## src/rtl/tci_pkg.sv

```systemverilog
package tci_pkg;
  // ****************************************************
  // target address and timing
  // ****************************************************
  localparam logic [6:0] TCI_TARGET_ADDR = 7'h25;
  localparam int TCI_CLK_HZ = 25000000;
  localparam int TCI_SCL_MAX_KHZ = 400;
  localparam int TCI_SPIKE_NS = 50;
  localparam int TCI_CLK_NS = 1000000000 / TCI_CLK_HZ;
  // spike filter length in cycles, rounded up, at least one
  localparam int TCI_SPIKE_CYC = ((TCI_SPIKE_NS + TCI_CLK_NS - 1) / TCI_CLK_NS) < 1 ? 1 :
    ((TCI_SPIKE_NS + TCI_CLK_NS - 1) / TCI_CLK_NS);
  localparam logic [3:0] TCI_FLT_MAX = 4'(TCI_SPIKE_CYC);
  localparam logic [7:0] TCI_PTR_RST = 8'h00;

  // register port towards the register map
  typedef struct packed {
    logic wr;
    logic rd;
    logic [7:0] addr;
    logic [7:0] wdata;
  } tci_reg_req_t;
endpackage

```

## src/rtl/tci_i2c_target.sv

```systemverilog
`timescale 1ns/1ns
// Operation
// - The block is an I2C target only: it answers its own address and never starts a transfer.
// - It handles bus clock rates from static up to 400 kHz, and the master keeps below that rate.
// - It answers the 7-bit address 0100101 in the top seven bits of the first byte, bit 0 choosing read or write.
// - A read without a preceding index returns data from the current register pointer onward.
// - Spikes on clock and data up to 50 ns are filtered out and never seen as edges, START or STOP.
module tci_i2c_target
  import tci_pkg::*;
(
  input wire logic CLOCK,
  input wire logic RST_N,
  input wire logic SCL_IN,
  input wire logic SDA_IN,
  output logic SDA_OUT,
  output logic SDA_OE,
  output tci_reg_req_t REG_REQ,
  input wire logic [7:0] REG_RDATA
);
  typedef enum {ST_IDLE, ST_ADDR, ST_AACK, ST_WBYTE, ST_WACK, ST_RBYTE, ST_RACK} tci_state_t;

  // ****************************************************
  // synchronisers and spike filters
  // ****************************************************
  logic [1:0] scl_sync_ff, sda_sync_ff;
  logic [3:0] scl_cnt_ff, sda_cnt_ff;
  logic scl_ff, sda_ff, scl_d_ff, sda_d_ff;

  // two flops per pin before any logic
  always_ff @(posedge CLOCK)
  begin
    if (!RST_N)
    begin
      scl_sync_ff <= 2'h3;
      sda_sync_ff <= 2'h3;
    end
    else
    begin
      scl_sync_ff <= {scl_sync_ff[0], SCL_IN};
      sda_sync_ff <= {sda_sync_ff[0], SDA_IN};
    end
  end

  // level accepted only after it stays longer than a spike
  always_ff @(posedge CLOCK)
  begin
    if (!RST_N)
    begin
      scl_cnt_ff <= 4'h0;
      sda_cnt_ff <= 4'h0;
      scl_ff <= 1'b1;
      sda_ff <= 1'b1;
    end
    else
    begin
      if (scl_sync_ff[1] == scl_ff)
        scl_cnt_ff <= 4'h0;
      else if (scl_cnt_ff == TCI_FLT_MAX)
      begin
        scl_ff <= scl_sync_ff[1];
        scl_cnt_ff <= 4'h0;
      end
      else
        scl_cnt_ff <= scl_cnt_ff + 4'h1;
      if (sda_sync_ff[1] == sda_ff)
        sda_cnt_ff <= 4'h0;
      else if (sda_cnt_ff == TCI_FLT_MAX)
      begin
        sda_ff <= sda_sync_ff[1];
        sda_cnt_ff <= 4'h0;
      end
      else
        sda_cnt_ff <= sda_cnt_ff + 4'h1;
    end
  end

  // delayed filtered levels for edge detection
  always_ff @(posedge CLOCK)
  begin
    if (!RST_N)
    begin
      scl_d_ff <= 1'b1;
      sda_d_ff <= 1'b1;
    end
    else
    begin
      scl_d_ff <= scl_ff;
      sda_d_ff <= sda_ff;
    end
  end

  logic scl_rise, scl_fall, start_det, stop_det;
  assign scl_rise = scl_ff && !scl_d_ff;
  assign scl_fall = !scl_ff && scl_d_ff;
  assign start_det = scl_ff && scl_d_ff && sda_d_ff && !sda_ff;
  assign stop_det = scl_ff && scl_d_ff && !sda_d_ff && sda_ff;

  // ****************************************************
  // protocol engine
  // ****************************************************
  tci_state_t state_ff;
  logic [7:0] shift_ff, ptr_ff;
  logic [2:0] bit_ff;
  logic idx_done_ff, drive_ff, rd_req_ff, wr_req_ff, byte_full_ff;
  logic [7:0] wdata_ff;

  // byte engine, filtered clock edges and START/STOP only
  always_ff @(posedge CLOCK)
  begin
    if (!RST_N)
    begin
      state_ff <= ST_IDLE;
      shift_ff <= 8'h00;
      bit_ff <= 3'h0;
      ptr_ff <= TCI_PTR_RST;
      idx_done_ff <= 1'b0;
      drive_ff <= 1'b0;
      rd_req_ff <= 1'b0;
      wr_req_ff <= 1'b0;
      wdata_ff <= 8'h00;
      byte_full_ff <= 1'b0;
    end
    else
    begin
      rd_req_ff <= 1'b0;
      wr_req_ff <= 1'b0;
      if (stop_det)
      begin
        state_ff <= ST_IDLE;
        drive_ff <= 1'b0;
      end
      else if (start_det)
      begin
        state_ff <= ST_ADDR;
        bit_ff <= 3'h0;
        drive_ff <= 1'b0;
        idx_done_ff <= 1'b0;
        byte_full_ff <= 1'b0;
      end
      else
      begin
        case (state_ff)
          ST_IDLE:
            drive_ff <= 1'b0;
          ST_ADDR, ST_WBYTE:
          begin
            if (scl_rise)
            begin
              shift_ff <= {shift_ff[6:0], sda_ff};
              bit_ff <= bit_ff + 3'h1;
              byte_full_ff <= (bit_ff == 3'h7); // no byte on the fall right after start
            end
            else if (scl_fall && byte_full_ff)
            begin
              if (state_ff == ST_ADDR)
              begin
                if (shift_ff[7:1] == TCI_TARGET_ADDR)
                begin
                  state_ff <= ST_AACK;
                  drive_ff <= 1'b1;
                  rd_req_ff <= shift_ff[0];
                end
                else
                  state_ff <= ST_IDLE;
              end
              else
              begin
                state_ff <= ST_WACK;
                drive_ff <= 1'b1;
                if (!idx_done_ff)
                begin
                  ptr_ff <= shift_ff;
                  idx_done_ff <= 1'b1;
                end
                else
                begin
                  wdata_ff <= shift_ff;
                  wr_req_ff <= 1'b1;
                end
              end
            end
          end
          ST_AACK:
            if (scl_fall)
            begin
              if (shift_ff[0])
              begin
                state_ff <= ST_RBYTE;
                shift_ff <= REG_RDATA;
                drive_ff <= !REG_RDATA[7];
                bit_ff <= 3'h1;
              end
              else
              begin
                state_ff <= ST_WBYTE;
                drive_ff <= 1'b0;
              end
            end
          ST_WACK:
            if (scl_fall)
            begin
              state_ff <= ST_WBYTE;
              drive_ff <= 1'b0;
            end
          ST_RBYTE:
            if (scl_fall)
            begin
              if (bit_ff == 3'h0)
              begin
                state_ff <= ST_RACK;
                drive_ff <= 1'b0;
                ptr_ff <= ptr_ff + 8'h01;
              end
              else
              begin
                drive_ff <= !shift_ff[3'h7 - bit_ff];
                bit_ff <= bit_ff + 3'h1;
              end
            end
          ST_RACK:
            if (scl_rise)
            begin
              if (sda_ff)
                state_ff <= ST_IDLE;
              else
                rd_req_ff <= 1'b1;
            end
            else if (scl_fall)
            begin
              state_ff <= ST_RBYTE;
              shift_ff <= REG_RDATA;
              drive_ff <= !REG_RDATA[7];
              bit_ff <= 3'h1;
            end
          default:
            state_ff <= ST_IDLE;
        endcase
      end
      if (wr_req_ff)
        ptr_ff <= ptr_ff + 8'h01;
    end
  end

  // ****************************************************
  // outputs
  // ****************************************************
  assign SDA_OUT = 1'b0;
  assign SDA_OE = drive_ff;
  assign REG_REQ.wr = wr_req_ff;
  assign REG_REQ.rd = rd_req_ff;
  assign REG_REQ.addr = ptr_ff;
  assign REG_REQ.wdata = wdata_ff;

  // ****************************************************
  // assertions
  // ****************************************************
  property p_idle_quiet;
    @(posedge CLOCK) disable iff (!RST_N) (state_ff == ST_IDLE) |-> !SDA_OE;
  endproperty
  a_idle_quiet: assert property (p_idle_quiet) else $error("sda driven while idle");

  property p_stop_release;
    @(posedge CLOCK) disable iff (!RST_N) stop_det |=> !SDA_OE && state_ff == ST_IDLE;
  endproperty
  a_stop_release: assert property (p_stop_release) else $error("sda still driven after stop");

  property p_addr_match;
    @(posedge CLOCK) disable iff (!RST_N)
      (state_ff == ST_ADDR && scl_fall && byte_full_ff && !start_det && !stop_det &&
       shift_ff[7:1] != TCI_TARGET_ADDR) |=> state_ff == ST_IDLE;
  endproperty
  a_addr_match: assert property (p_addr_match) else $error("foreign address answered");

  property p_ack_drive;
    @(posedge CLOCK) disable iff (!RST_N) (state_ff == ST_AACK || state_ff == ST_WACK) |-> SDA_OE;
  endproperty
  a_ack_drive: assert property (p_ack_drive) else $error("ack not driven");

  property p_spike;
    @(posedge CLOCK) disable iff (!RST_N) $changed(scl_ff) |-> $past(scl_sync_ff[1], 2) == scl_ff;
  endproperty
  a_spike: assert property (p_spike) else $error("short spike passed filter");

  property p_index_load;
    @(posedge CLOCK) disable iff (!RST_N) $rose(idx_done_ff) |-> ptr_ff == $past(shift_ff);
  endproperty
  a_index_load: assert property (p_index_load) else $error("index not loaded");
  property p_read_ptr;
    @(posedge CLOCK) disable iff (!RST_N) state_ff == ST_AACK && scl_fall && shift_ff[0]
      |=> shift_ff == $past(REG_RDATA) && REG_REQ.addr == $past(ptr_ff);
  endproperty
  a_read_ptr: assert property (p_read_ptr) else $error("read not from pointer");

  property p_low_only;
    @(posedge CLOCK) disable iff (!RST_N) $changed(SDA_OE) |-> !$past(scl_ff) && !SDA_OUT;
  endproperty
  a_low_only: assert property (p_low_only) else $error("sda changed while clock high");
endmodule

```

## config.mk

```make
export PLATFORM = sky130hd
export DESIGN_NAME = tci_i2c_target
export DESIGN_NICKNAME = d
export VERILOG_FILES = /design/src/rtl/tci_pkg.sv /design/src/rtl/tci_i2c_target.sv
export SDC_FILE = /design/constraint.sdc
export NUM_CORES = 1
export LEC_CHECK = 0
export ABC_AREA = 1
export BUFFER_PORTS_ARGS = -buffer_cell sky130_fd_sc_hd__buf_4
export CORE_ASPECT_RATIO = 0.6
export CORE_MARGIN = 5
export CORE_UTILIZATION = 35
export CTS_BUF_LIST = sky130_fd_sc_hd__clkbuf_2
export DETAILED_ROUTE_END_ITERATION = 10
export HOLD_SLACK_MARGIN = 0.02
export SETUP_SLACK_MARGIN = 0.2
export SYNTH_ARGS = -nofsm -noshare
export SYNTH_HDL_FRONTEND = slang
export SYNTH_SLANG_ARGS = --single-unit
```

## constraint.sdc

```tcl
create_clock -name CLOCK -period 2.35 [get_ports CLOCK]
set_input_delay 0.3525 -clock CLOCK [delete_from_list [all_inputs] [get_ports CLOCK]]
set_output_delay 0.3525 -clock CLOCK [all_outputs]
set_load 0.02 [all_outputs]
```

==> out/metrics.cfg, run 1 <==
[finish]
layout_commonest_cell=nand2_1
drive_gt1_frac=0.154
area_growth_pct=12.7
stdcell_count=556
multi_input_area_sq_mm=0.00161
final_cell_mix=nand2_1 (97), nor2_1 (61), dfxtp_1 (51), inv_1 (34), buf_4 (34)
fillers=841
antennaDiodeCount=0
finish.instance_area_sq_mm=0.00326
regArea_sq_mm=0.00102
fin_nets=470

[placed_design]
place_area_sq_mm=0.00317
preCtsSetupSlack_ns=0.448
io_buffers=30
dp_hpwl_microns=5910
dp.cells=546
gp_congestion=1.04

[cts]
cts_buffers=5
clk_root_buffer_cell=clkbuf_2
cts_buffer_depth=2
cts-resized-gates=0
clk_pin_slew_worst_paths_ns=0.28
postCtsSetupBuffers=0
cts_max_level=2
tritoncts=yes
clock_latency_ns=0.47
cts.sinks=51

[power_and_ir_drop]
netSwitchingPower_mw=1.20
switching_share=0.432
static-leakage-power_nw=1.49
clkPwrFrac=0.178
intPower_mw=1.58
share_comb_of_total_power=0.397
pwr-share-seq=0.425
ir_worst_vdd_mv=0.321
cellPowerDensity_mw_per_mm2=852

[floorplan]
fp-row-count=25
io_pins=32
die_w_microns=127
coreArea_sq_mm=0.00798
start_util=0.363
dieHeight_microns=80.5
dieArea_sq_mm=0.0103

[sta]
finalSetupTns_ns=0
hold_slack_ns=0.103
setup_violations=0
rsz0062_at_grt=no
slew_viol_final=0
final.setup_skew_ns=0.0135
fin_crit_sh=0.822
setup_ws_ns=0.419
timing.fmax_mhz=518
finalHoldViolCount=0
fin_crit_ns=1.93

[yosys]
synth_enable_flop_cells=0
synth-async-reset-ratio=0
synth_nets=439
synth-seq-cells=51
ys_warn_count=0
synth_area_sq_mm=0.00290
ys_seq_area_frac=0.353
netlist_instances=416
avgSynthCellArea_sq_um=6.96
yosysUniqueCellTypes=42
synth_ff_type=dfxtp_1

[grt]
grtUsageMet3=0.0445
grt_max_degree=34
grt_use_met1=0.245
grt-ovfl-total=0
grt_pass1_vias=2510
antenna_found_initial=0
grt_pass1_wl_microns=12900
grt.met2_usage=0.212
grt_use_total=0.158
busiest_layer=met1

[setup_path]
cp.arrival_ns=2.34
crit_type=register to register
crit_required_ns=2.76
crit_path_end_kind=register
crit_fanout=15
start_kind=register

[route]
ant_nets=0
drt-total-wl_microns=7690
drc=0
drt_pass1_iterations=6
wire_per_inst_microns=13.8
vias=2778
routed_via_density=5.00
drt-initial-drc-count=284

[hold_path]
holdCritPathClass=input port to register

[job]
max_cap_violations=0

[status]
outcome=finished, final reports clean

cell families after synthesis:
group           Yosys count  synth area share
compound gates           73             0.139
xor+xnor                  9            0.0272
fa+ha+maj                11            0.0475
buf+inv                  50            0.0899
flops                    51             0.353
other cells               1           0.00130
simple gates            221             0.342
path summary, 6_finish.rpt:
check	from	to	cells past startpoint	slack, ns
hold / removal	REG_RDATA[5]	shift_ff[5]$_SDFFE_PN0P_	3	0.10
setup / recovery	scl_ff$_SDFFE_PN1P_	wdata_ff[3]$_SDFFE_PN0P_	11	0.42
setup reg to reg	scl_ff$_SDFFE_PN1P_	wdata_ff[3]$_SDFFE_PN0P_	11	0.42
hold reg to reg	scl_sync_ff[0]$_SDFF_PN1_	scl_sync_ff[1]$_SDFF_PN1_	1	0.46
sequential cells by signal, summed over array words and instances (netlist names):
name          flops
SDA_OE            1
bit_ff            3
byte_full_ff      1
idx_done_ff       1
ptr_ff            8
rd_req_ff         1
scl_cnt_ff        4
scl_d_ff          1
scl_ff            1
scl_sync_ff       2
sda_cnt_ff        4
sda_d_ff          1
sda_ff            1
sda_sync_ff       2
shift_ff          8
state_ff          3
wdata_ff          8
wr_req_ff         1
area by class of cell:
cell class | count | share of cell area
Clock buffer | 5 | 0.00767
Clock inverter | 3 | 0.0142
Inverter | 38 | 0.0452
Multi-Input combinational cell | 315 | 0.494
Sequential cell | 51 | 0.313
Tap cell | 108 | 0.0414
Timing Repair Buffer | 36 | 0.0843
worst max-delay path: stages (launching register included):
cell and delay (ns):
dfxtp_1 0.43, inv_1 0.10, ha_1 0.27, nand2_1 0.14, inv_1 0.09, nand2_1 0.08
nor2_4 0.13, nand2_2 0.08, nor2_4 0.32, inv_1 0.10, nor2_1 0.10, nor2_1 0.05
routing by layer:
layer / vias up / part of all wire
li1: 1413 / -
met1: 1239 / 0.51
met2: 121 / 0.38
met3: 5 / 0.10
met4: 0 / 0.0064
met5: - / 0
power groups by stage:
stage,clock [mW],combinational (mW),sequential (mW)
global placement,0,1.08,1.20
detailed placement,0,1.08,1.20
floorplan,0,0.758,1.21
CTS,0.523,1.09,1.18
finish,0.495,1.10,1.18
global route,0.546,1.26,1.21
metrics by stage:
step,total power [mW],utilization
after detailed placement,2.28,0.398
final,2.78,0.409
after global routing,3.01,0.409
after global placement,2.28,0.398
after floorplan,1.96,-
after CTS,2.79,0.409
synthesized netlist by cell type, types with 4 or more instances:
cell      n  area share
o21ai_1   4      0.0069
nand2_1  97        0.13
nand3_1  33       0.057
o22ai_1   5       0.011
ha_1     11       0.048
inv_1    34       0.044
o21ai_0  31       0.054
nor2_2    5       0.011
dfxtp_1  51        0.35
buf_4     4       0.010
nor3_1    4      0.0069
xor2_1    6       0.018
or2_2     4      0.0086
a21oi_1  23       0.040
nor2_1   61       0.079
timing repair:
| item | in CTS | in global routing |
|---|---|---|
| hold buffers | 2 | 0 |
| setup endpoints to repair | 0 | 0 |
| endpoints found under the hold margin | 2 | 0 |
(Power assumes the default switching activity.)
==> inputs of run 2 (changes only) <==
clock period = 1.9 ns   (was 2.35 ns; I/O delays follow)
==> out/metrics.cfg, run 2 (synthesized netlist as in run 1, its figures left out) <==
[grt]
grt_pass1_wl_microns=12700
grt-ovfl-total=0
grt_max_degree=19
grt.met2_usage=0.200
antenna_found_initial=0
grtUsageMet3=0.0505
busiest_layer=met1
grt_use_met1=0.248
grt_use_total=0.158
grt_pass1_vias=2493

[finish]
fin_nets=496
largestRegisters=ptr_ff x8, shift_ff x8, wdata_ff x8
final_cell_mix=nand2_1 (87), nor2_1 (58), buf_4 (55), dfxtp_1 (44), nand3_1 (33)
layout_commonest_cell=nand2_1
fillers=829
drive_gt1_frac=0.262
antennaDiodeCount=0
area_growth_pct=24.3

[placed_design]
dp_hpwl_microns=6110
gp_congestion=0.989
io_buffers=30

[sta]
timing.fmax_mhz=623
finalSetupTns_ns=0
slew_viol_final=0
hold_slack_ns=0.0587
final.setup_skew_ns=0.0206
fin_crit_ns=1.60
finalHoldViolCount=0
setup_violations=0
fin_crit_sh=0.845
rsz0062_at_grt=yes

[floorplan]
die_w_microns=127
dieArea_sq_mm=0.0103
io_pins=32
start_util=0.363
coreArea_sq_mm=0.00798
fp-row-count=25
dieHeight_microns=80.5

[setup_path]
path_cells=buf_4, ha_4, nand2_4, o21ai_2, buf_4, nand2_1, nor2_2, nand2_2, nand2_1, nand2_1, nor2_1
max_stage_delay_ns=0.43
crit_required_ns=2.31
crit_fanout=5
cp.arrival_ns=2.01
start_kind=register
crit_path_end_kind=register
crit_type=register to register
crit_slowest_cell=dfxtp_4
critPathMostFrequentCell=nand2_1

[route]
drt-total-wl_microns=8310
drt-initial-drc-count=249
vias=2886
drt_pass1_iterations=5
routed_via_density=4.96
ant_nets=0
wire_per_inst_microns=14.3
drc=0

[cts]
tritoncts=yes
clk_pin_slew_worst_paths_ns=0.29
cts.sinks=51
cts_max_level=2
clock_latency_ns=0.46
clk_root_buffer_cell=clkbuf_2
cts_buffer_depth=2
cts_buffers=5

[power_and_ir_drop]
ir_worst_vdd_mv=0.461
cellPowerDensity_mw_per_mm2=979
static-leakage-power_nw=1.64

[status]
outcome=finished, final reports clean

[hold_path]
holdCritPathClass=input port to register

[job]
max_cap_violations=0

[run 2: per-layer routing]
metal | vias up | wire length (microns) | part of all wire
met1 | 1291 | 4300 | 0.52
met5 | - | 0 | 0
met4 | 0 | 62 | 0.0075
met2 | 125 | 3120 | 0.38
li1 | 1462 | - | -
met3 | 8 | 831 | 0.10
[run 2: layout make-up]
type                    instances  area, sq um  share of cell area
inverters                      38          148              0.0410
multi-input cells             316         1740               0.482
clock buffers                   5         25.0             0.00695
flip-flops and latches         51         1030               0.288
well taps                     108          135              0.0376
repair buffers                 61          498               0.138
clock inverters                 3         22.5             0.00626
[run 2: worst max-delay path: cells and delay by family, from the launching register on]
kind,cells,cell delay (ns)
compound gates,1,0.15
fa+ha+maj,1,0.15
buf+inv,2,0.25
flops,1,0.43
simple gates,7,0.57
[run 2: metrics by stage]
stage	total power, mW	instance area (sq um)	utilization	setup slack [ns]	std cells
after floorplan	2.43	2900	-	0.380	416
after detailed placement	2.87	3270	0.410	0.0733	559
final	3.52	3600	0.451	0.295	582
after global routing	3.77	3600	0.451	0.174	582
after CTS	3.39	3420	0.429	0.200	573
after global placement	2.86	3270	0.410	0.167	559
[run 2: worst paths after layout]
| path | depth (start not counted) | slack (ns) | to | start |
|---|---|---|---|---|
| max | 11 | 0.30 | state_ff[1]$_SDFFE_PP0P_ | scl_d_ff$_SDFF_PN1_ |
| min | 3 | 0.06 | shift_ff[4]$_SDFFE_PN0P_ | REG_RDATA[4] |
| max reg2reg | 11 | 0.30 | state_ff[1]$_SDFFE_PP0P_ | scl_d_ff$_SDFF_PN1_ |
| min reg2reg | 1 | 0.46 | scl_sync_ff[1]$_SDFF_PN1_ | scl_sync_ff[0]$_SDFF_PN1_ |
[run 2: what timing repair did]
| item | 4_1_cts | 5_1_grt |
|---|---|---|
| gates cloned | 1 | 1 |
| setup endpoints to repair | 26 | 29 |
| gates resized for setup | 13 | 30 |
| pin swaps | 4 | 9 |
| hold buffers | 2 | 2 |
| hold endpoints to repair | 2 | 2 |
| buffers inserted | 3 | 6 |
[run 2: report_power, final]
group	total, mW	internal, mW	switching [mW]
registers	1.45	1.24	0.211
logic	1.59	0.591	0.998
clock network	0.482	0.0974	0.385
